## src/common/msc_pkg.sv

```systemverilog
// Constants, codes and the configuration word layout for the
// miscellaneous configuration word block.
// Assumes a single 20 MHz core clock and a word loaded by the chip.
//
// Summary of operation
// RQ1 - Interrupt pin select: clear routes processor interrupt to pin 3, set to pin 4.
// RQ2 - Display clock polarity: clear gives active-low pulse, set gives active-high.
// RQ3 - Gain cycle modification disable set suppresses modification; clear applies it.
// RQ4 - Comparator source: clear picks internal comparator, set picks external.
// RQ5 - Comparator switch: 00 off, 01 measuring, 10 loading, 11 always on.
// RQ6 - Memory clock speed field: code 00 fastest, code 11 slowest.
// RQ7 - Interrupt edge: clear responds to rising edge, set to falling edge.
// RQ8 - Exclusive interrupt enable pauses measurement until servicing completes.
// RQ9 - Pin 3 output codes: value, measurement-done, serial transmit, display clock.
// RQ10 - Pin 3 input codes: 0 plain input, 1 external interrupt source.
// RQ11 - Display clock select: off, or 100 ns, 200 ns, 800 ns pulses.
// RQ12 - Display clock runs at twice the 10 kHz internal clock.
// RQ13 - Software must route pin 3 or 4 to display clock to see it.
// RQ14 - Supply refresh at 20, 10, 5 Hz, or after every averaging end.
// RQ15 - Interference suppress bit selects the modified measurement sequencing.
// RQ16 - Display clock drive: clear push-pull, set open-drain on pin 3 or 4.
// RQ17 - One-time memory keep-powered bit keeps that memory permanently powered.
// RQ18 - Programming time: 6.4 ms both, 12.6 ms, 6.4 erase, 6.4 write.
// RQ19 - Redundancy: clear uses full 8k, set stores bits twice giving 4K.

package msc_pkg;

  // Clock and time base.
  localparam int unsigned CLK_HZ = 20_000_000;
  localparam int unsigned CLK_NS = 50;
  localparam int unsigned BASE_CLK_HZ = 10_000;
  localparam int unsigned LCD_CLK_HZ = 2 * BASE_CLK_HZ;
  localparam int unsigned LCD_PERIOD_CYC = CLK_HZ / LCD_CLK_HZ;

  // Display clock pulse widths, rounded up to whole cycles.
  localparam int unsigned LCD_PW1_NS = 100;
  localparam int unsigned LCD_PW2_NS = 200;
  localparam int unsigned LCD_PW3_NS = 800;
  localparam int unsigned LCD_PW1_CYC = (LCD_PW1_NS + CLK_NS - 1) / CLK_NS;
  localparam int unsigned LCD_PW2_CYC = (LCD_PW2_NS + CLK_NS - 1) / CLK_NS;
  localparam int unsigned LCD_PW3_CYC = (LCD_PW3_NS + CLK_NS - 1) / CLK_NS;

  // Supply refresh rates.
  localparam int unsigned REFR0_HZ = 20;
  localparam int unsigned REFR1_HZ = 10;
  localparam int unsigned REFR2_HZ = 5;
  localparam int unsigned REFR0_CYC = CLK_HZ / REFR0_HZ;
  localparam int unsigned REFR1_CYC = CLK_HZ / REFR1_HZ;
  localparam int unsigned REFR2_CYC = CLK_HZ / REFR2_HZ;

  // Nonvolatile programming times in microseconds.
  localparam int unsigned PROG_SHORT_US = 6400;
  localparam int unsigned PROG_LONG_US = 12600;
  localparam int unsigned PROG_SHORT_CYC = PROG_SHORT_US * (CLK_HZ / 1_000_000);
  localparam int unsigned PROG_LONG_CYC = PROG_LONG_US * (CLK_HZ / 1_000_000);

  // Memory clock half period at the fastest speed code.
  localparam int unsigned MEM_HALF_MIN_CYC = 2;

  // Field codes.
  localparam logic [1:0] CMP_OFF = 2'h0;
  localparam logic [1:0] CMP_MEAS = 2'h1;
  localparam logic [1:0] CMP_LOAD = 2'h2;
  localparam logic [1:0] CMP_ON = 2'h3;
  localparam logic [1:0] P3_PLAIN = 2'h0;
  localparam logic [1:0] P3_MEAS_IRQ = 2'h1;
  localparam logic [1:0] P3_UART = 2'h2;
  localparam logic [1:0] P3_LCD = 2'h3;
  localparam logic [1:0] LCD_OFF = 2'h0;
  localparam logic [1:0] LCD_PW1 = 2'h1;
  localparam logic [1:0] LCD_PW2 = 2'h2;
  localparam logic [1:0] REFR_AVG = 2'h3;
  localparam logic [1:0] PRG_BOTH = 2'h0;
  localparam logic [1:0] PRG_LONG = 2'h1;
  localparam logic [1:0] PRG_ERASE = 2'h2;
  localparam logic [1:0] PRG_WRITE = 2'h3;

  // Configuration word fields.
  typedef struct packed {
    logic irq_pin_sel;
    logic lcd_pol;
    logic gain_cycle_mod_disable;
    logic comp_ext;
    logic [1:0] comp_switch;
    logic [1:0] mem_clk_speed;
    logic irq_edge_fall;
    logic irq_excl_en;
    logic pin3_is_input;
    logic [1:0] pin3_function_select;
    logic [1:0] lcd_clk_sel;
    logic [1:0] refresh_sel;
    logic interference_suppress_enable;
    logic lcd_open_drain;
    logic otp_keep_on;
    logic [1:0] prog_time;
    logic otp_redundancy;
  } msc_cfg_t;

  // Gain modification off, memory clock code 1, interference suppress on.
  localparam msc_cfg_t CFG_RESET = msc_cfg_t'(23'h108020);

endpackage

```

## src/msc_config_word.sv

```systemverilog
// Miscellaneous configuration word and the logic its fields steer.
// Assumes cfg_in is loaded by the chip's configuration load strobe and
// that all inputs except the two pins come from core_clk_in logic.
`timescale 1ns/10ps
`default_nettype none
module msc_config_word
  import msc_pkg::*;
#(
  parameter int unsigned REFR0_P = REFR0_CYC,
  parameter int unsigned REFR1_P = REFR1_CYC,
  parameter int unsigned REFR2_P = REFR2_CYC,
  parameter int unsigned PROG_SHORT_P = PROG_SHORT_CYC,
  parameter int unsigned PROG_LONG_P = PROG_LONG_CYC
) (
  input wire logic core_clk_in,
  input wire logic reset_n_in,
  input wire msc_cfg_t cfg_in,
  input wire logic cfg_load_in,
  input wire logic multipurpose_pin_3_in,
  input wire logic general_pin_four_in,
  input wire logic pin3_value_in,
  input wire logic meas_done_irq_in,
  input wire logic uart_txd_in,
  input wire logic irq_service_done_in,
  input wire logic meas_active_in,
  input wire logic load_active_in,
  input wire logic mem_clk_run_in,
  input wire logic avg_end_in,
  input wire logic prog_start_in,
  input wire logic otp_access_in,
  output msc_cfg_t cfg_out,
  output logic multipurpose_pin_3_out,
  output logic multipurpose_pin_3_oe_out,
  output logic lcd_clk_out,
  output logic lcd_clk_oe_out,
  output logic cpu_irq_out,
  output logic meas_pause_out,
  output logic comp_on_out,
  output logic comp_ext_out,
  output logic gain_cycle_mod_en_out,
  output logic interference_suppress_out,
  output logic mem_clk_out,
  output logic refresh_out,
  output logic prog_busy_out,
  output logic prog_erase_out,
  output logic prog_write_out,
  output logic prog_done_out,
  output logic otp_power_out,
  output logic otp_double_bits_out,
  output logic otp_size_4k_out
);
  typedef enum logic [2:0] {
    MSC_PRG_IDLE = 3'b001,
    MSC_PRG_RUN = 3'b010,
    MSC_PRG_DONE = 3'b100
  } msc_prg_state_t;

  msc_cfg_t cfg_r;
  logic p3_rise, p3_fall;
  logic p4_rise, p4_fall;
  logic lcd_tick, refr_tick, mem_tick;
  logic [4:0] lcd_cnt_r;
  logic [4:0] lcd_cnt_nxt;
  logic p3_out_r, p3_oe_r, lcd_out_r, lcd_oe_r;
  logic irq_r, pause_r, mem_clk_r, refresh_r;
  msc_prg_state_t prg_r, prg_nxt;
  logic [23:0] prg_cnt_r;
  logic [1:0] prg_code_r;

  // The word is captured only on the load strobe, so a half-written
  // source never disturbs the running outputs.
  always_ff @(posedge core_clk_in or negedge reset_n_in) begin
    if (!reset_n_in) begin
      cfg_r <= CFG_RESET;
    end else if (cfg_load_in) begin
      cfg_r <= cfg_in;
    end
  end
  assign cfg_out = cfg_r;

  // Both pins cross in from outside and are synchronised first.
  msc_sync_edge u_sync_p3 (
    .core_clk_in(core_clk_in),
    .reset_n_in(reset_n_in),
    .pin_in(multipurpose_pin_3_in),
    .level_out(),
    .rise_out(p3_rise),
    .fall_out(p3_fall)
  );
  msc_sync_edge u_sync_p4 (
    .core_clk_in(core_clk_in),
    .reset_n_in(reset_n_in),
    .pin_in(general_pin_four_in),
    .level_out(),
    .rise_out(p4_rise),
    .fall_out(p4_fall)
  );

  // RQ10 pin 3 interrupt input
  wire p3_irq_src_w = cfg_r.pin3_is_input &
                      (cfg_r.pin3_function_select == P3_MEAS_IRQ);
  // RQ1 interrupt pin routing
  wire src_rise_w = cfg_r.irq_pin_sel ? p4_rise : (p3_rise & p3_irq_src_w);
  wire src_fall_w = cfg_r.irq_pin_sel ? p4_fall : (p3_fall & p3_irq_src_w);
  // RQ7 interrupt edge choice
  wire irq_edge_w = cfg_r.irq_edge_fall ? src_fall_w : src_rise_w;
  wire irq_fire_w = irq_edge_w & cfg_r.irq_excl_en;

  // RQ8 measurement pause
  // A new edge during servicing keeps the pause; set wins over done.
  always_ff @(posedge core_clk_in or negedge reset_n_in) begin
    if (!reset_n_in) begin
      irq_r <= 1'b0;
      pause_r <= 1'b0;
    end else begin
      irq_r <= irq_fire_w;
      pause_r <= irq_fire_w | (pause_r & ~irq_service_done_in);
    end
  end
  assign cpu_irq_out = irq_r;
  assign meas_pause_out = pause_r;

  // RQ12 display clock rate
  msc_tick_div #(.W(10)) u_lcd_div (
    .core_clk_in(core_clk_in),
    .reset_n_in(reset_n_in),
    .restart_in(cfg_r.lcd_clk_sel == LCD_OFF),
    .period_in(10'(LCD_PERIOD_CYC)),
    .tick_out(lcd_tick)
  );

  // RQ11 display pulse width
  wire [4:0] lcd_width_w =
    (cfg_r.lcd_clk_sel == LCD_PW1) ? 5'(LCD_PW1_CYC) :
    (cfg_r.lcd_clk_sel == LCD_PW2) ? 5'(LCD_PW2_CYC) : 5'(LCD_PW3_CYC);
  assign lcd_cnt_nxt = (cfg_r.lcd_clk_sel == LCD_OFF) ? 5'h00 :
                       lcd_tick ? lcd_width_w :
                       (lcd_cnt_r != 5'h00) ? lcd_cnt_r - 5'h01 : 5'h00;
  wire lcd_act_w = lcd_cnt_r != 5'h00;
  // RQ2 display clock polarity
  wire lcd_lvl_w = cfg_r.lcd_pol ? lcd_act_w : ~lcd_act_w;
  // RQ16 open-drain option
  // Open-drain only pulls low; the external pull-up makes the high level.
  wire lcd_pin_out_w = cfg_r.lcd_open_drain ? 1'b0 : lcd_lvl_w;
  wire lcd_pin_oe_w = cfg_r.lcd_open_drain ? ~lcd_lvl_w : 1'b1;

  // RQ9 pin 3 output select
  wire p3_mux_w =
    (cfg_r.pin3_function_select == P3_PLAIN) ? pin3_value_in :
    (cfg_r.pin3_function_select == P3_MEAS_IRQ) ? meas_done_irq_in :
    (cfg_r.pin3_function_select == P3_UART) ? uart_txd_in : lcd_pin_out_w;
  wire p3_lcd_w = cfg_r.pin3_function_select == P3_LCD;
  wire p3_oe_w = ~cfg_r.pin3_is_input & (p3_lcd_w ? lcd_pin_oe_w : 1'b1);

  // Pin and display clock drivers are registered to keep them glitch free.
  always_ff @(posedge core_clk_in or negedge reset_n_in) begin
    if (!reset_n_in) begin
      lcd_cnt_r <= 5'h00;
      lcd_out_r <= 1'b0;
      lcd_oe_r <= 1'b0;
      p3_out_r <= 1'b0;
      p3_oe_r <= 1'b0;
    end else begin
      lcd_cnt_r <= lcd_cnt_nxt;
      lcd_out_r <= lcd_pin_out_w;
      lcd_oe_r <= lcd_pin_oe_w & (cfg_r.lcd_clk_sel != LCD_OFF);
      p3_out_r <= p3_mux_w;
      p3_oe_r <= p3_oe_w;
    end
  end
  assign multipurpose_pin_3_out = p3_out_r;
  assign multipurpose_pin_3_oe_out = p3_oe_r;
  // RQ13 pin 4 routing outside
  // The pin 4 multiplexer outside takes these when routed to the clock.
  assign lcd_clk_out = lcd_out_r;
  assign lcd_clk_oe_out = lcd_oe_r;

  // RQ4 comparator source
  assign comp_ext_out = cfg_r.comp_ext;
  // RQ5 comparator switching
  assign comp_on_out = (cfg_r.comp_switch == CMP_ON) |
                       ((cfg_r.comp_switch == CMP_MEAS) & meas_active_in) |
                       ((cfg_r.comp_switch == CMP_LOAD) & load_active_in);
  // RQ3 gain modification
  assign gain_cycle_mod_en_out = ~cfg_r.gain_cycle_mod_disable;
  // RQ15 interference suppression
  assign interference_suppress_out = cfg_r.interference_suppress_enable;
  // RQ17 memory keep powered
  assign otp_power_out = cfg_r.otp_keep_on | otp_access_in;
  // RQ19 redundancy mode
  assign otp_double_bits_out = cfg_r.otp_redundancy;
  assign otp_size_4k_out = cfg_r.otp_redundancy;

  // RQ6 memory clock speed
  // Each code step doubles the half period, so 00 is the fastest.
  wire [4:0] mem_half_w = 5'(MEM_HALF_MIN_CYC) << cfg_r.mem_clk_speed;
  msc_tick_div #(.W(5)) u_mem_div (
    .core_clk_in(core_clk_in),
    .reset_n_in(reset_n_in),
    .restart_in(~mem_clk_run_in),
    .period_in(mem_half_w),
    .tick_out(mem_tick)
  );

  // RQ14 supply refresh period
  wire [23:0] refr_per_w =
    (cfg_r.refresh_sel == 2'h0) ? 24'(REFR0_P) :
    (cfg_r.refresh_sel == 2'h1) ? 24'(REFR1_P) : 24'(REFR2_P);
  wire refr_avg_w = cfg_r.refresh_sel == REFR_AVG;
  msc_tick_div #(.W(24)) u_refr_div (
    .core_clk_in(core_clk_in),
    .reset_n_in(reset_n_in),
    .restart_in(refr_avg_w),
    .period_in(refr_per_w),
    .tick_out(refr_tick)
  );

  // The memory clock idles low whenever no transfer runs.
  always_ff @(posedge core_clk_in or negedge reset_n_in) begin
    if (!reset_n_in) begin
      mem_clk_r <= 1'b0;
      refresh_r <= 1'b0;
    end else begin
      mem_clk_r <= mem_clk_run_in & (mem_clk_r ^ mem_tick);
      refresh_r <= refr_avg_w ? avg_end_in : refr_tick;
    end
  end
  assign mem_clk_out = mem_clk_r;
  assign refresh_out = refresh_r;

  // RQ18 programming time
  // The code is latched at start so a reload mid-cycle cannot cut it short.
  wire [23:0] prg_len_w = (prg_code_r == PRG_LONG) ? 24'(PROG_LONG_P) :
                          24'(PROG_SHORT_P);
  wire [23:0] prg_half_w = prg_len_w >> 1;
  wire prg_last_w = (prg_cnt_r + 24'h000001) >= prg_len_w;
  wire prg_run_w = prg_r == MSC_PRG_RUN;
  wire two_phase_w = (prg_code_r == PRG_BOTH) | (prg_code_r == PRG_LONG);
  wire first_half_w = prg_cnt_r < prg_half_w;

  // Programming sequencer: idle, timed run, one done cycle.
  always_comb begin
    prg_nxt = prg_r;
    case (prg_r)
      MSC_PRG_IDLE: begin
        if (prog_start_in) begin
          prg_nxt = MSC_PRG_RUN;
        end
      end
      MSC_PRG_RUN: begin
        if (prg_last_w) begin
          prg_nxt = MSC_PRG_DONE;
        end
      end
      MSC_PRG_DONE: begin
        prg_nxt = MSC_PRG_IDLE;
      end
      default: begin
        prg_nxt = MSC_PRG_IDLE;
      end
    endcase
  end

  always_ff @(posedge core_clk_in or negedge reset_n_in) begin
    if (!reset_n_in) begin
      prg_r <= MSC_PRG_IDLE;
      prg_cnt_r <= 24'h000000;
      prg_code_r <= PRG_BOTH;
    end else begin
      prg_r <= prg_nxt;
      prg_cnt_r <= prg_run_w ? prg_cnt_r + 24'h000001 : 24'h000000;
      if (prg_r == MSC_PRG_IDLE && prog_start_in) begin
        prg_code_r <= cfg_r.prog_time;
      end
    end
  end

  // Two-phase codes erase in the first half and write in the second.
  assign prog_busy_out = prg_run_w;
  assign prog_done_out = prg_r == MSC_PRG_DONE;
  assign prog_erase_out = prg_run_w &
    ((prg_code_r == PRG_ERASE) | (two_phase_w & first_half_w));
  assign prog_write_out = prg_run_w &
    ((prg_code_r == PRG_WRITE) | (two_phase_w & ~first_half_w));
endmodule
`default_nettype wire

```

## src/msc_sync_edge.sv

```systemverilog
// Two-stage synchroniser with edge detection for one pin input.
// Assumes the pin is asynchronous to core_clk_in.
`timescale 1ns/10ps
`default_nettype none
module msc_sync_edge (
  input wire logic core_clk_in,
  input wire logic reset_n_in,
  input wire logic pin_in,
  output logic level_out,
  output logic rise_out,
  output logic fall_out
);
  logic meta_r;
  logic sync_r;
  logic prev_r;

  // Only the second stage and later are looked at by logic.
  always_ff @(posedge core_clk_in or negedge reset_n_in) begin
    if (!reset_n_in) begin
      meta_r <= 1'b0;
      sync_r <= 1'b0;
      prev_r <= 1'b0;
    end else begin
      meta_r <= pin_in;
      sync_r <= meta_r;
      prev_r <= sync_r;
    end
  end

  assign level_out = sync_r;
  assign rise_out = sync_r & ~prev_r;
  assign fall_out = ~sync_r & prev_r;
endmodule
`default_nettype wire

```

## src/msc_tick_div.sv

```systemverilog
// Programmable period divider giving a one-cycle tick every period cycles.
// Assumes period_in is at least one and stable while running.
`timescale 1ns/10ps
`default_nettype none
module msc_tick_div #(
  parameter int unsigned W = 24
) (
  input wire logic core_clk_in,
  input wire logic reset_n_in,
  input wire logic restart_in,
  input wire logic [W-1:0] period_in,
  output logic tick_out
);
  logic [W-1:0] cnt_r;
  logic [W-1:0] cnt_nxt;
  wire last_w = (cnt_r + W'(1)) >= period_in;

  // Restart holds the count at zero so a new period starts cleanly.
  assign cnt_nxt = (restart_in || last_w) ? '0 : cnt_r + W'(1);
  assign tick_out = last_w & ~restart_in;

  always_ff @(posedge core_clk_in or negedge reset_n_in) begin
    if (!reset_n_in) begin
      cnt_r <= '0;
    end else begin
      cnt_r <= cnt_nxt;
    end
  end
endmodule
`default_nettype wire
```

## config.mk

```make
export PLATFORM = sky130hd
export DESIGN_NAME = msc_config_word
export DESIGN_NICKNAME = d
export VERILOG_FILES = /design/src/common/msc_pkg.sv /design/src/msc_config_word.sv /design/src/msc_sync_edge.sv /design/src/msc_tick_div.sv
export SDC_FILE = /design/constraint.sdc
export NUM_CORES = 1
export LEC_CHECK = 0
export ABC_AREA = 1
export BUFFER_PORTS_ARGS = -buffer_cell sky130_fd_sc_hd__buf_2
export CAP_MARGIN = 25
export CORE_AREA = 8 8 198 144
export CTS_BUF_LIST = sky130_fd_sc_hd__clkbuf_2 sky130_fd_sc_hd__clkbuf_4 sky130_fd_sc_hd__clkbuf_8
export CTS_CLUSTER_DIAMETER = 30
export DETAILED_ROUTE_END_ITERATION = 10
export DIE_AREA = 0 0 206 152
export PLACE_DENSITY = 0.38
export SYNTH_ARGS = -nofsm -noshare
export SYNTH_HDL_FRONTEND = slang
export SYNTH_SLANG_ARGS = --single-unit
```

## constraint.sdc

```tcl
create_clock -name core_clk_in -period 2.8 [get_ports core_clk_in]
set_clock_uncertainty 0.1 [all_clocks]
set_input_delay 0.56 -clock core_clk_in [delete_from_list [all_inputs] [get_ports core_clk_in]]
set_output_delay 0.56 -clock core_clk_in [all_outputs]
set_load 0.05 [all_outputs]
```

=== Word level (Yosys, flattened, before mapping) ===
Index checks and enable logic that the tools add are counted.

* Register bits: 110
* Latch bits: 0
* Memory bits (writable): 0
* Bits in read-only memories: 0
* Bits of input ports: 38
* Output and inout port bits: 42
* Word-level logic and storage cells: 146
* Memories: 0

* $add $sub $neg: 5
* Multipliers: 0
* Div/mod/pow operators: 0
* Order comparisons: 5
* Equality and inequality tests: 18
* Shifts and indexed selects: 1
* Multiplexer cells: 26
* Bitwise operators: 42
* Reductions and logical operators: 11

{| class="wikitable"
|+ Operators by type and width
! kind !! number
|-
| $add 24x1->24 const B || 2
|-
| $mux 24 || 2
|-
| $mux 22 || 2
|-
| $mux 5 || 6
|-
| $ge 24x18->1 || 1
|-
| $ge 24x22->1 || 1
|-
| $lt 24x17->1 || 1
|-
| $and 1x1->1 || 21
|-
| $mux 18 || 1
|-
| $eq 2x2->1 const B || 8
|-
| $not 1->1 || 13
|-
| $mux 1 || 11
|-
| $add 10x1->10 const B || 1
|-
| $eq 2x1->1 const B || 5
|-
| $ge 10x10->1 const B || 1
|-
| $mux 10 || 1
|-
| $logic_not 2->1 || 4
|-
| $or 1x1->1 || 7
|-
| $mux 3 || 2
|-
| $pmux 3 s2 || 1
|-
| $add 5x1->5 const B || 1
|-
| $ge 5x5->1 || 1
|-
| $reduce_bool 5->1 || 1
|-
| $shl 2x2->5 const A || 1
|-
| other kinds (10) || 13
|}

=== Depth between registers and ports, before layout ===
Gate-level depths: netlist (run 1).

* Word-level depth: 7
* Mapped depth: 20
* Gate-level depth less buffers: 19

=== Hierarchy ===
From an unflattened synthesis (run 1), not the netlist that was laid out.

* Cell total of the unflattened synthesis: 965
* Area total of the unflattened synthesis: 7,284.5 sq um

{| class="wikitable"
|+ By module, submodules not included
! module !! instances !! cells each !! area each (sq um)
|-
| msc_config_word || 1 || 475 || 3,704.8
|-
| msc_tick_div (u_refr_div) || 1 || 316 || 2,215.9
|-
| msc_tick_div (u_lcd_div) || 1 || 116 || 823.3
|-
| msc_tick_div (u_mem_div) || 1 || 44 || 360.3
|-
| msc_sync_edge || 2 || 7 || 90.1
|}

=== Least setup slack after synthesis (run 1) ===
No wires, ideal clock.

* Path kind: reg2out
* Start: register prg_code_r[1]
* End: output prog_erase_out
* Arrival: 2.285 ns
* Required time: 2.140 ns
* Slack: -0.145 ns
* Stages on the path, launching flop included: 13
* Buffers on the path: 0
* Path through: dfrtp_1 nor2_1 inv_1 ha_1 nand2_1 nor2_1 a21oi_1 o22ai_1 nand2_1 nand3_1 nand2_1 o21ai_0 nor2_1

* Word-level cells in the longest chain between the ends: 6
* Elaborated cells on any way between the ends: 9

{| class="wikitable"
|+ Ends and longest elaborated chain
! element !! line !! RTL
|-
| start, declared || msc_config_word.sv:68 || <nowiki>logic [1:0] prg_code_r;</nowiki>
|-
| start signal, assigned || msc_config_word.sv:273 || <nowiki>prg_code_r <= cfg_r.prog_time;</nowiki>
|-
| $eq 2x1->1 || msc_config_word.sv:233, msc_config_word.sv:238 ||
|-
| $mux 18 || msc_config_word.sv:233 || <nowiki>wire [23:0] prg_len_w = (prg_code_r == PRG_LONG) ? 24'(PROG_LONG_P) :</nowiki>
|-
| $lt 24x17->1 || msc_config_word.sv:239 || <nowiki>wire first_half_w = prg_cnt_r < prg_half_w;</nowiki>
|-
| $and 1x1->1 || msc_config_word.sv:282 || <nowiki>((prg_code_r == PRG_ERASE) | (two_phase_w & first_half_w));</nowiki>
|-
| $or 1x1->1 (*) || msc_config_word.sv:282 ||
|-
| $and 1x1->1 (*) || msc_config_word.sv:281 || <nowiki>assign prog_erase_out = prg_run_w &</nowiki>
|-
| end, declared || msc_config_word.sv:45 || <nowiki>output logic prog_erase_out,</nowiki>
|}

Every way passes the cells marked *; elsewhere a longest branch is shown, timed or not.

=== Worst setup path after layout (run 1) ===
* Start: register u_refr_div.cnt_r[1]
* End: register u_refr_div.cnt_r[12]

* Word-level cells in the longest chain between the ends: 4

{| class="wikitable"
|+ Ends and longest elaborated chain
! element !! line !! RTL
|-
| start, declared || msc_tick_div.sv:14 || <nowiki>logic [W-1:0] cnt_r;</nowiki>
|-
| start signal, assigned || msc_tick_div.sv:26 || <nowiki>cnt_r <= cnt_nxt;</nowiki>
|-
| $add 24x1->24 (*) || msc_tick_div.sv:16, msc_tick_div.sv:19 ||
|-
| $ge 24x22->1 || msc_tick_div.sv:16 || <nowiki>wire last_w = (cnt_r + W'(1)) >= period_in;</nowiki>
|-
| $logic_or 1x1->1 || msc_tick_div.sv:19 || <nowiki>assign cnt_nxt = (restart_in || last_w) ? '0 : cnt_r + W'(1);</nowiki>
|-
| $mux 24 (*) || msc_tick_div.sv:19 ||
|-
| net u_refr_div.cnt_nxt[12] || msc_tick_div.sv:15 || <nowiki>logic [W-1:0] cnt_nxt;</nowiki>
|}

The timed path passes the listed nets; every way through them passes the cells marked *.
A chain may end at the register's enable or synchronous reset.

==> flow_metrics.py, run 1 <==
metrics = {
    "critical_path": {
        "worst-r2r-setup-slack_ps": -150,
        "cp-startpoint": "u_refr_div.cnt_r[1]$_DFF_PN0_",
        "rr_worst_depth": 20,
        "timing.setup.critical_path_class": "flop to flop",
        "required_ps": 2980,
        "startpoint_type": "flop",
        "critical_path_peak_fanout": 6,
        "regToRegEndpoint": "u_refr_div.cnt_r[12]$_DFF_PN0_",
        "critical_path_arrival_ps": 3140,
        "setup.worst_path.end_class": "flop",
        "rr_startpoint": "u_refr_div.cnt_r[1]$_DFF_PN0_",
    },
    "power_and_ir_drop": {
        "peakVddDrop_v": 0.000211,
        "power_density_nw_per_um2": 476,
        "leakage_nw": 3.91,
        "power.total_mw": 3.88,
    },
    "finish": {
        "fin_util_pct": 32.2,
        "num_antenna_cells": 0,
        "area_growth_pct": 30.5,
        "layoutNonFillerInstCount": 1265,
        "drive_gt1_share_pct": 28.4,
        "fill_cells": 2759,
        "nets": 1004,
    },
    "drt": {
        "met2RoutedLength_um": 6750,
        "met3RoutedLength_um": 875,
        "highest-signal-layer": "met5",
        "finalWirelength_um": 17300,
        "drt_iter0_markers": 206,
        "detail_route.drc_violations": 0,
        "drt_first_pass_iters": 6,
        "wirelength_met1_um": 9490,
        "via_count": 5304,
        "via_per_inst": 4.19,
        "post_drt_wl_per_cell_um": 13.7,
        "detail-route-antenna-nets": 0,
    },
    "global_route": {
        "global_route_usage_over_all_layers_pct": 11.2,
        "grt_pass1_wl_um": 27900,
        "grt_remaining_overflow": 0,
        "grt_antenna_before_repair": 1,
        "grt_start_max_net_pins": 44,
        "grt_pass1_vias": 5229,
    },
    "cts": {
        "cts.clk_slew.worst_paths_ps": 110,
        "clock_sink_count": 110,
        "clock_tree_from_tritoncts": "built",
        "htreeDepth": 3,
        "clk_path_buf_depth": 2,
        "cts-buffers-inserted": 9,
        "cts.hold.buffers_added": 0,
        "clock-root-buffer": "sky130_fd_sc_hd__clkbuf_8",
        "clk-insertion-delay-late_ps": 400,
    },
    "timing": {
        "finalWorstPathRequiredPeriod_ps": 2950,
        "max_freq_ghz": 0.339,
        "maxSlewHeadroom_pct": 62.1,
        "final_hold_viol_count": 0,
        "setup_slack_ps": -151,
        "worst_pin_slew_ps": 569,
        "timing.final.max_slew_violations": 0,
        "final_number_of_setup_violating_endpoints": 25,
        "rsz0062_at_grt": "true",
        "post-route-period-util_pct": 105,
    },
    "synthesis": {
        "warning_count_from_the_yosys_run": 0,
        "synth-async-reset-ratio_pct": 100,
        "synthMuxAreaShare_pct": 1.08,
        "yosysSeqAreaShare_pct": 44.2,
        "synth_xor_area_share_pct": 4.77,
        "synth_cell_types": 44,
        "synth_enable_flop_cells": 0,
        "mappedNetlistArea_um2": 6240,
        "synthCells": 778,
        "synth_top_family_by_area": "simple AND/OR/NAND/NOR gates",
        "synthAdderAreaFrac_pct": 7.42,
        "synth_simple_gate_area_share_pct": 28.8,
        "postSynthRegisterBits": 110,
        "post_synthesis_mean_instance_area_um2": 8.02,
        "synth_compound_gate_area_share_pct": 5.48,
        "dominantRegCellSynth": "sky130_fd_sc_hd__dfrtp_1",
    },
    "die": {
        "placementRows": 49,
        "initial_core_util_pct": 24.7,
        "io_pins": 80,
        "fp.dieW_um": 206,
        "design.die.area_um2": 31300,
        "coreArea_um2": 25300,
        "die_height_um": 152,
    },
    "placed_design": {
        "port_buffers": 79,
        "placedCellCount": 1232,
        "gp_congestion": 0.761,
        "hpwl_um": 13200,
    },
    "outcome": {
        "violations": "negative setup slack",
        "status": "complete, but fails checks",
    },
    "worst_hold_path": {
        "hold_path_class": "primary input to async pin",
    },
    "job": {
        "drv_cap": 0,
    },
}
## placed cells by master, fill, tap and decap left out, types with 2 or more instances in the layout
| cell type | count |
|---|---|
| sky130_fd_sc_hd__a21oi_1 | 15 |
| sky130_fd_sc_hd__a21oi_2 | 2 |
| sky130_fd_sc_hd__buf_12 | 3 |
| sky130_fd_sc_hd__buf_2 | 76 |
| sky130_fd_sc_hd__buf_4 | 67 |
| sky130_fd_sc_hd__buf_6 | 4 |
| sky130_fd_sc_hd__clkbuf_16 | 2 |
| sky130_fd_sc_hd__clkbuf_4 | 3 |
| sky130_fd_sc_hd__clkbuf_8 | 9 |
| sky130_fd_sc_hd__clkinv_4 | 2 |
| sky130_fd_sc_hd__conb_1 | 2 |
| sky130_fd_sc_hd__dfrtp_1 | 103 |
| sky130_fd_sc_hd__dfrtp_2 | 3 |
| sky130_fd_sc_hd__dfstp_2 | 4 |
| sky130_fd_sc_hd__ha_1 | 31 |
| sky130_fd_sc_hd__ha_4 | 5 |
| sky130_fd_sc_hd__inv_1 | 105 |
| sky130_fd_sc_hd__inv_2 | 8 |
| sky130_fd_sc_hd__mux2_2 | 6 |
| sky130_fd_sc_hd__nand2_1 | 171 |
| sky130_fd_sc_hd__nand2_2 | 7 |
| sky130_fd_sc_hd__nand2_4 | 2 |
| sky130_fd_sc_hd__nand3_1 | 43 |
| sky130_fd_sc_hd__nand3_2 | 3 |
| sky130_fd_sc_hd__nand3b_1 | 4 |
| sky130_fd_sc_hd__nand4_1 | 19 |
| sky130_fd_sc_hd__nor2_1 | 92 |
| sky130_fd_sc_hd__nor2_2 | 12 |
| sky130_fd_sc_hd__nor2_4 | 25 |
| sky130_fd_sc_hd__nor3_1 | 11 |
| sky130_fd_sc_hd__nor3_2 | 2 |
| sky130_fd_sc_hd__nor3b_1 | 3 |
| sky130_fd_sc_hd__o211ai_1 | 2 |
| sky130_fd_sc_hd__o21ai_0 | 28 |
| sky130_fd_sc_hd__o21bai_1 | 3 |
| sky130_fd_sc_hd__or2_2 | 3 |
| sky130_fd_sc_hd__xnor2_1 | 6 |
| sky130_fd_sc_hd__xnor2_2 | 3 |
| sky130_fd_sc_hd__xor2_1 | 20 |
| sky130_fd_sc_hd__xor2_2 | 4 |
## cell usage after synthesis, types with 12 or more instances
| cell | n | area (um^2) |
|---|---|---|
| sky130_fd_sc_hd__nand2_1 | 176 | 661 |
| sky130_fd_sc_hd__inv_1 | 110 | 413 |
| sky130_fd_sc_hd__dfrtp_1 | 106 | 2650 |
| sky130_fd_sc_hd__nor2_1 | 99 | 372 |
| sky130_fd_sc_hd__nand3_1 | 44 | 220 |
| sky130_fd_sc_hd__ha_1 | 37 | 463 |
| sky130_fd_sc_hd__o21ai_0 | 30 | 150 |
| sky130_fd_sc_hd__nor2_2 | 26 | 163 |
| sky130_fd_sc_hd__xor2_1 | 24 | 210 |
| sky130_fd_sc_hd__nand4_1 | 19 | 119 |
| sky130_fd_sc_hd__a21oi_1 | 17 | 85.1 |
| sky130_fd_sc_hd__nor3_1 | 12 | 60.1 |
## how the worst max path moves through the flow
stage	end	cells past startpoint
2_1_floorplan	u_refr_div.cnt_r[10]$_DFF_PN0_	18
5_1_grt	u_refr_div.cnt_r[12]$_DFF_PN0_	20
6_report	u_refr_div.cnt_r[12]$_DFF_PN0_	20
3_3_place_gp	u_refr_div.cnt_r[1]$_DFF_PN0_	18
3_5_place_dp	u_refr_div.cnt_r[1]$_DFF_PN0_	18
4_1_cts	prog_write_out	13
## routing by layer
| layer | vias up | track usage, % |
|---|---|---|
| met4 | 2 | 2.53 |
| met3 | 12 | 3.55 |
| met1 | 2449 | 17.1 |
| li1 | 2749 | - |
| met5 | - | 0 |
| met2 | 92 | 14.9 |
## registers in the layout (all words and copies together), names as in the netlist, 2 cells and up
register / flops
u_lcd_div.cnt_r: 10
prg_code_r: 2
prg_r: 3
lcd_cnt_r: 5
u_refr_div.cnt_r: 24
prg_cnt_r: 24
cfg_out: 20
u_mem_div.cnt_r: 5
## cell families after synthesis
kind of cell               Yosys count
xor gates and xnor gates            34
adders and majority gates           37
muxes                                6
AOI/OAI and AO/OA                   61
buffers and inverters              127
and+or+nand+nor                    402
DFF                                110
other                                1
## power breakdown
part	internal, mW	switching, mW	total (mW)
combinational	0.371	0.741	1.11
sequential	1.72	0.0983	1.81
clock	0.362	0.587	0.949
total	2.45	1.43	3.88
## layout make-up
class / count / area, um^2 / area share [%]
tap: 331 / 414 / 5.09
clock buffer: 12 / 146 / 1.80
sequential: 110 / 2760 / 33.9
timing repair buffer: 153 / 1050 / 12.9
inverter: 113 / 424 / 5.21
clock inverter: 4 / 33.8 / 0.415
multi-input combinational: 542 / 3310 / 40.6
## worst max-delay path: stages (launching register included)
cell and delay [ps]:
sky130_fd_sc_hd__dfrtp_1 390, sky130_fd_sc_hd__ha_2 190, sky130_fd_sc_hd__nand2_2 80, sky130_fd_sc_hd__nor2_4 100, sky130_fd_sc_hd__inv_2 50, sky130_fd_sc_hd__nor2_4 120
sky130_fd_sc_hd__buf_6 120, sky130_fd_sc_hd__nand2_4 50, sky130_fd_sc_hd__nor2_4 150, sky130_fd_sc_hd__and3_4 230, sky130_fd_sc_hd__xnor2_4 140, sky130_fd_sc_hd__inv_2 60
sky130_fd_sc_hd__ha_4 260, sky130_fd_sc_hd__nand2_2 40, sky130_fd_sc_hd__inv_2 30, sky130_fd_sc_hd__nand4_1 100, sky130_fd_sc_hd__nor2_2 150, sky130_fd_sc_hd__nand2_2 90
sky130_fd_sc_hd__nand2_4 140, sky130_fd_sc_hd__clkbuf_16 200, sky130_fd_sc_hd__nor2_2 40
## per-stage QoR
step	area (um^2)	hold WS, ps	setup slack [ps]	TNS (ps)
2_1_floorplan	6250	164	48.4	0
3_3_place_gp	7440	254	-102	-2100
3_5_place_dp	7440	246	-144	-2830
4_1_cts	7760	8.51	-143	-1270
5_1_grt	8140	8.45	-299	-6710
6_report	8140	18.5	-151	-2890
## timing repair
item / 4_1_cts / 5_1_grt
setup endpoints to repair: 25 / 26
pin swaps: 8 / 14
buffers inserted: 5 / 9
cloned: 0 / 3
gates resized for setup: 26 / 51
No activity file was read; power rests on OpenSTA's default activity.
==> inputs of run 2 (changes only) <==
--- a/config.mk
+++ b/config.mk
@@ -8,12 +8,12 @@
 export ABC_AREA = 1
 export BUFFER_PORTS_ARGS = -buffer_cell sky130_fd_sc_hd__buf_2
 export CAP_MARGIN = 25
-export CORE_AREA = 8 8 198 144
+export CORE_AREA = 8 8 138 101
 export CTS_BUF_LIST = sky130_fd_sc_hd__clkbuf_2 sky130_fd_sc_hd__clkbuf_4 sky130_fd_sc_hd__clkbuf_8
 export CTS_CLUSTER_DIAMETER = 30
 export DETAILED_ROUTE_END_ITERATION = 10
-export DIE_AREA = 0 0 206 152
-export PLACE_DENSITY = 0.38
+export DIE_AREA = 0 0 146 109
+export PLACE_DENSITY_LB_ADDON = 0.08
 export SYNTH_ARGS = -nofsm -noshare
 export SYNTH_HDL_FRONTEND = slang
 export SYNTH_SLANG_ARGS = --single-unit
==> run 2 against run 1 <==
Against the previous run: the flow still finishes with violations (negative setup slack); design area decreased by 5.4%; first-iteration DRC count is 48% higher; flip-flop and latch count stayed put; maximum frequency shrank 0.48%; sequential share of layout area rose by 2.0 points; hold slack better by 24 ps; die area is 49% lower; setup slack got worse by 14 ps; combinational power barely moved; routed wire length shrank 12%; largest power group unchanged.
==> flow_metrics.py, run 2 (synthesized netlist as in run 1, its figures left out) <==
metrics = {
    "critical_path": {
        "critical_path_peak_fanout": 6,
        "rr_startpoint": "u_refr_div.cnt_r[1]$_DFF_PN0_",
        "required_ps": 3020,
        "timing.setup.critical_path_class": "flop to flop",
        "regToRegEndpoint": "u_refr_div.cnt_r[5]$_DFF_PN0_",
        "rr_worst_depth": 18,
        "setup.worst_path.end_class": "flop",
        "cp-startpoint": "u_refr_div.cnt_r[1]$_DFF_PN0_",
        "startpoint_type": "flop",
        "critical_path_arrival_ps": 3180,
        "worst-r2r-setup-slack_ps": -170,
    },
    "placed_design": {
        "hpwl_um": 11300,
        "port_buffers": 79,
        "gp_congestion": 0.893,
    },
    "drt": {
        "drt_iter0_markers": 305,
        "wirelength_met1_um": 7390,
        "met3RoutedLength_um": 978,
        "drt_first_pass_iters": 4,
        "via_count": 5376,
        "met2RoutedLength_um": 6660,
        "finalWirelength_um": 15200,
        "detail_route.drc_violations": 0,
        "via_per_inst": 5.03,
        "detail-route-antenna-nets": 0,
        "post_drt_wl_per_cell_um": 14.2,
        "highest-signal-layer": "met4",
    },
    "cts": {
        "clock-root-buffer": "sky130_fd_sc_hd__clkbuf_8",
        "clk-insertion-delay-late_ps": 380,
        "clk_path_buf_depth": 2,
        "clock_sink_count": 110,
        "cts-buffers-inserted": 9,
        "cts.clk_slew.worst_paths_ps": 120,
        "htreeDepth": 3,
        "clock_tree_from_tritoncts": "built",
    },
    "global_route": {
        "grt_pass1_vias": 5302,
        "grt_antenna_before_repair": 0,
        "grt_remaining_overflow": 0,
        "grt_start_max_net_pins": 54,
        "global_route_usage_over_all_layers_pct": 19.4,
        "grt_pass1_wl_um": 25400,
    },
    "timing": {
        "setup_slack_ps": -165,
        "worst_pin_slew_ps": 615,
        "final_number_of_setup_violating_endpoints": 25,
        "finalWorstPathRequiredPeriod_ps": 2970,
        "timing.final.max_slew_violations": 0,
        "post-route-period-util_pct": 106,
        "max_freq_ghz": 0.337,
        "maxSlewHeadroom_pct": 59.0,
        "rsz0062_at_grt": "true",
        "final.hold.worst_slack_ps": 42.3,
        "final_hold_viol_count": 0,
    },
    "finish": {
        "area_growth_pct": 23.4,
        "layout.cells.most_common": "sky130_fd_sc_hd__nand2_1",
        "nets": 976,
        "fin_util_pct": 64.2,
        "drive_gt1_share_pct": 26.0,
        "num_antenna_cells": 0,
        "top_library_cells_by_usage_in_the_layout_fill_and_taps_aside": "sky130_fd_sc_hd__nand2_1 (172), sky130_fd_sc_hd__inv_1 (106), sky130_fd_sc_hd__dfrtp_1 (102)",
    },
    "power_and_ir_drop": {
        "peakVddDrop_v": 0.000301,
        "power_density_nw_per_um2": 509,
        "leakage_nw": 3.77,
    },
    "die": {
        "design.die.area_um2": 15900,
        "die_height_um": 109,
        "coreArea_um2": 12000,
        "fp.dieW_um": 146,
        "io_pins": 80,
        "placementRows": 34,
        "initial_core_util_pct": 52.0,
    },
    "job": {
        "drv_cap": 0,
    },
    "outcome": {
        "violations": "negative setup slack",
        "status": "complete, but fails checks",
    },
    "worst_hold_path": {
        "hold_path_class": "primary input to async pin",
    },
}
==> run 2: cell types whose count changed in the layout (fill, tap and decap cells not counted), moves of 2 or more <==
cell and delta:
sky130_fd_sc_hd__buf_4 -27, sky130_fd_sc_hd__nor2_2 +7, sky130_fd_sc_hd__nor2_4 -5, sky130_fd_sc_hd__clkbuf_4 -3
sky130_fd_sc_hd__clkinv_8 +3, sky130_fd_sc_hd__inv_8 +2, sky130_fd_sc_hd__nor2_1 -2
==> run 2: power breakdown <==
part           total (mW)  internal (mW)  leakage (nW)  switching, mW
registers            1.81           1.72          1.43         0.0948
logic                1.09          0.360          2.23          0.735
clock network        1.02          0.372         0.109          0.644
total                3.92           2.45          3.77           1.47
==> run 2: worst max-delay path, stage by stage, from the launching register on <==
cell,delay (ps)
sky130_fd_sc_hd__dfrtp_1,370
sky130_fd_sc_hd__ha_2,190
sky130_fd_sc_hd__nand2_2,80
sky130_fd_sc_hd__nor2_4,120
sky130_fd_sc_hd__inv_2,60
sky130_fd_sc_hd__nor2_4,100
sky130_fd_sc_hd__nand2_2,90
sky130_fd_sc_hd__nor2_4,110
sky130_fd_sc_hd__nand4_1,110
sky130_fd_sc_hd__nor3_2,210
sky130_fd_sc_hd__xnor2_1,170
sky130_fd_sc_hd__inv_1,110
sky130_fd_sc_hd__ha_4,170
sky130_fd_sc_hd__a221oi_2,250
sky130_fd_sc_hd__nand3_1,160
sky130_fd_sc_hd__nor2_4,150
sky130_fd_sc_hd__nand2_4,120
sky130_fd_sc_hd__buf_8,170
sky130_fd_sc_hd__nor2_2,90
==> run 2: worst max-delay path by stage <==
stage	to	slack (ps)	cells past startpoint
6_report	u_refr_div.cnt_r[5]$_DFF_PN0_	-170	18
5_1_grt	u_refr_div.cnt_r[5]$_DFF_PN0_	-320	16
4_1_cts	prog_write_out	-120	14
3_5_place_dp	u_refr_div.cnt_r[0]$_DFF_PN0_	-60	17
3_3_place_gp	u_refr_div.cnt_r[0]$_DFF_PN0_	20	17
2_1_floorplan	u_refr_div.cnt_r[10]$_DFF_PN0_	50	18
==> run 2: final cells by class <==
cell class,instances,area (um^2)
clock inverters,7,96.3
flip-flops and latches,110,2760
inverters,113,424
repair buffers,125,837
multi-input cells,542,3250
clock buffers,9,124
well taps,162,203
fillers,1031,4300
==> run 2: routing by layer <==
metal / track usage, % / vias up
met4: 4.40 / 0
met2: 30.0 / 123
met3: 4.68 / 15
met5: 0 / -
li1: - / 2704
met1: 27.3 / 2534
==> run 2: through the flow <==
stage               setup TNS, ps  worst slack (ps)  area (um^2)  cells  total power, mW
floorplan                       0              48.4         6250    779             2.50
finish                      -3610              -165         7700   1068             3.92
global placement                0              24.0         6990   1033             2.78
global route                -7650              -321         7700   1068             4.15
CTS                          -957              -124         7540   1062             3.94
detailed placement           -747             -56.2         6990   1033             2.81
==> run 2: timing repair <==
item / in CTS / in global routing
pin swaps: 11 / 26
gates cloned: 2 / 1
resized for setup: 44 / 32
endpoints found under the setup margin: 24 / 27
setup buffers: 11 / 7
hold buffers: 0 / 0
==> inputs of run 3 (changes only) <==
--- a/config.mk
+++ b/config.mk
@@ -5,14 +5,13 @@
 export SDC_FILE = /design/constraint.sdc
 export NUM_CORES = 1
 export LEC_CHECK = 0
-export ABC_AREA = 1
 export BUFFER_PORTS_ARGS = -buffer_cell sky130_fd_sc_hd__buf_2
 export CAP_MARGIN = 25
-export CORE_AREA = 8 8 138 101
+export CORE_AREA = 8 8 135 99
 export CTS_BUF_LIST = sky130_fd_sc_hd__clkbuf_2 sky130_fd_sc_hd__clkbuf_4 sky130_fd_sc_hd__clkbuf_8
 export CTS_CLUSTER_DIAMETER = 30
 export DETAILED_ROUTE_END_ITERATION = 10
-export DIE_AREA = 0 0 146 109
+export DIE_AREA = 0 0 143 107
 export PLACE_DENSITY_LB_ADDON = 0.08
 export SYNTH_ARGS = -nofsm -noshare
 export SYNTH_HDL_FRONTEND = slang
==> run 3 against run 2 <==
Against the previous run: the run still ends with negative setup slack left; core utilization grew 0.63 points; count of clock-buffer cells in the layout is the same; sequential power is essentially flat; sequential share of layout area grew 1.6 points; routed wire length shrank 11%; maximum frequency is essentially flat; critical path type unchanged; critical endpoint is now refresh_out$_DFF_PN0_.
==> flow_metrics.py, run 3 <==
metrics = {
    "drt": {
        "detail_route.drc_violations": 0,
        "via_count": 4661,
        "finalWirelength_um": 13600,
        "via_per_inst": 5.37,
        "detail-route-antenna-nets": 0,
        "drt_iter0_markers": 292,
        "post_drt_wl_per_cell_um": 15.6,
        "drt_first_pass_iters": 4,
    },
    "power_and_ir_drop": {
        "p_switching_mw": 1.41,
        "power_density_nw_per_um2": 532,
        "power.total_mw": 3.91,
        "leakage_nw": 3.44,
        "power.internal_mw": 2.50,
        "power.switching_fraction_pct": 36.0,
        "clock_power_share_pct": 24.2,
        "seqPwrFrac_pct": 46.5,
        "p_comb_share_pct": 29.3,
        "peakVddDrop_v": 0.000342,
    },
    "outcome": {
        "status": "complete, but fails checks",
        "violations": "negative setup slack",
    },
    "cts": {
        "clk-insertion-delay-late_ps": 380,
        "cts.clk_slew.worst_paths_ps": 120,
        "clock_tree_from_tritoncts": "built",
        "clk_path_buf_depth": 2,
        "clock_sink_count": 110,
        "cts-buffers-inserted": 9,
        "htreeDepth": 3,
        "clock-root-buffer": "sky130_fd_sc_hd__clkbuf_8",
    },
    "timing": {
        "maxSlewHeadroom_pct": 60.9,
        "post-route-period-util_pct": 106,
        "finalWorstPathRequiredPeriod_ps": 2960,
        "final_number_of_setup_violating_endpoints": 25,
        "rsz0062_at_grt": "true",
        "final_hold_viol_count": 0,
        "setup_slack_ps": -164,
        "timing.final.max_slew_violations": 0,
        "max_freq_ghz": 0.337,
        "worst_pin_slew_ps": 587,
    },
    "die": {
        "fp.dieW_um": 143,
        "io_pins": 80,
        "die_height_um": 107,
        "design.die.area_um2": 15300,
        "placementRows": 33,
        "coreArea_um2": 11400,
        "initial_core_util_pct": 52.5,
    },
    "finish": {
        "nets": 781,
        "fill_cells": 939,
        "fin_util_pct": 64.8,
        "top_library_cells_by_usage_in_the_layout_fill_and_taps_aside": "sky130_fd_sc_hd__dfrtp_1 (103), sky130_fd_sc_hd__buf_2 (76), sky130_fd_sc_hd__buf_4 (56)",
        "num_antenna_cells": 0,
        "drive_gt1_share_pct": 33.1,
        "area_growth_pct": 23.5,
        "layout.cells.most_common": "sky130_fd_sc_hd__dfrtp_1",
    },
    "critical_path": {
        "startpoint_type": "flop",
        "required_ps": 2960,
        "timing.setup.critical_path_class": "flop to flop",
        "critical_path_arrival_ps": 3120,
        "regToRegEndpoint": "refresh_out$_DFF_PN0_",
        "rr_startpoint": "u_refr_div.cnt_r[0]$_DFF_PN0_",
        "worst-r2r-setup-slack_ps": -160,
        "setup.worst_path.end_class": "flop",
        "rr_worst_depth": 14,
        "critical_path_peak_fanout": 15,
    },
    "synthesis": {
        "yosysSeqAreaShare_pct": 46.3,
        "yosys-top-cells-area": "sky130_fd_sc_hd__dfrtp_1 (45%), sky130_fd_sc_hd__ha_1 (7.8%), sky130_fd_sc_hd__xnor2_1 (5.0%)",
        "post_synthesis_mean_instance_area_um2": 10.3,
        "netlist_top_cells_count": "sky130_fd_sc_hd__dfrtp_1 (106), sky130_fd_sc_hd__nor2_1 (57), sky130_fd_sc_hd__nand2_1 (40)",
        "area_fraction_of_the_dominant_cell_type_after_synthesis_pct": 44.5,
        "mappedNetlistArea_um2": 5960,
        "dominantRegCellSynth": "sky130_fd_sc_hd__dfrtp_1",
        "synth_cell_types": 59,
        "synth_enable_flop_cells": 0,
        "synth-async-reset-ratio_pct": 100,
        "warning_count_from_the_yosys_run": 0,
        "synthMostInstantiatedCell": "sky130_fd_sc_hd__dfrtp_1",
        "synth.largest_area_cell": "sky130_fd_sc_hd__dfrtp_1",
        "synthCells": 581,
        "postSynthRegisterBits": 110,
    },
    "placed_design": {
        "port_buffers": 79,
        "gp_congestion": 0.862,
        "hpwl_um": 10200,
        "place_worst_setup_slack_ps": -146,
    },
    "global_route": {
        "grt_pass1_vias": 4603,
        "grt_pass1_wl_um": 22500,
        "grt_start_max_net_pins": 51,
        "grt_antenna_before_repair": 0,
        "global_route_usage_over_all_layers_pct": 18.2,
        "grt_remaining_overflow": 0,
    },
    "job": {
        "drv_cap": 0,
    },
    "worst_hold_path": {
        "hold_path_class": "primary input to async pin",
    },
}
## run 3: power by group through the flow
| stage | Clock [mW] | Sequential (mW) | Combinational [mW] |
|---|---|---|---|
| 2_1_floorplan | 0 | 2.02 | 0.517 |
| 3_3_place_gp | 0 | 1.84 | 1.02 |
| 3_5_place_dp | 0 | 1.85 | 1.05 |
| 4_1_cts | 0.985 | 1.82 | 1.08 |
| 5_1_grt | 1.04 | 1.84 | 1.25 |
| 6_report | 0.947 | 1.82 | 1.14 |
## run 3: metrics by stage
stage | cells | instance area (um^2) | hold WS [ps] | TNS, ps
after detailed placement | 850 | 6960 | 237 | -2260
after global routing | 868 | 7360 | 22.3 | -7330
after global placement | 850 | 6960 | 234 | -317
final | 868 | 7360 | 5.71 | -3180
after CTS | 866 | 7250 | 10.5 | -3280
after floorplan | 582 | 6040 | 164 | -308
## run 3: final cells by class
type / count / area [um^2] / area share (%)
Timing Repair Buffer: 137 / 891 / 12.1
Tap cell: 157 / 196 / 2.67
Multi-Input combinational cell: 431 / 3250 / 44.1
Sequential cell: 110 / 2760 / 37.5
Inverter: 17 / 63.8 / 0.867
Clock buffer: 9 / 124 / 1.68
Clock inverter: 7 / 76.3 / 1.04
## run 3: how the worst max path moves through the flow
stage                                                 to  cells past startpoint                     startpoint  slack [ps]
after global routing       u_refr_div.cnt_r[4]$_DFF_PN0_                     14  u_refr_div.cnt_r[0]$_DFF_PN0_        -330
after CTS                          refresh_out$_DFF_PN0_                     14  u_refr_div.cnt_r[0]$_DFF_PN0_        -160
after floorplan           u_refr_div.cnt_r[12]$_DFF_PN0_                     14  u_refr_div.cnt_r[0]$_DFF_PN0_         -30
final                              refresh_out$_DFF_PN0_                     14  u_refr_div.cnt_r[0]$_DFF_PN0_        -160
after global placement     u_refr_div.cnt_r[1]$_DFF_PN0_                     14  u_refr_div.cnt_r[1]$_DFF_PN0_         -30
after detailed placement   u_refr_div.cnt_r[7]$_DFF_PN0_                     14  u_refr_div.cnt_r[1]$_DFF_PN0_        -150
## run 3: cell families after synthesis
group	count (synthesis)	synth area share (%)
flops	110	46.3
other cells	1	0.0629
mux	25	4.95
xor+xnor	59	8.67
fa+ha+maj	37	7.77
buf+inv	41	3.19
simple gates	245	22.4
compound gates	63	6.63
## run 3: repair_timing
item / CTS / global route
setup buffers: 0 / 2
hold buffers: 0 / 0
cloned: 0 / 0
endpoints found under the setup margin: 25 / 27
gates resized for setup: 19 / 19
pin swaps: 11 / 12
## run 3: critical path, cell delays in order, from the launching register on
cell and delay, ps:
sky130_fd_sc_hd__dfrtp_1 410, sky130_fd_sc_hd__ha_4 160, sky130_fd_sc_hd__nand2_4 50, sky130_fd_sc_hd__or4_4 500, sky130_fd_sc_hd__nor2_4 150, sky130_fd_sc_hd__nand3_2 110, sky130_fd_sc_hd__xnor2_2 150, sky130_fd_sc_hd__ha_2 180
sky130_fd_sc_hd__nor2_2 90, sky130_fd_sc_hd__nand2_1 70, sky130_fd_sc_hd__a221oi_2 180, sky130_fd_sc_hd__o211ai_1 140, sky130_fd_sc_hd__and4bb_4 230, sky130_fd_sc_hd__buf_12 150, sky130_fd_sc_hd__o22a_1 160
## run 3: layer usage
metal	wire length (um)	part of all wire, %	GRT usage (%)
met1	6900	51	26.5
met4	162	1.2	4.76
met3	669	4.9	4.44
met5	0	0	0
met2	5850	43	26.2
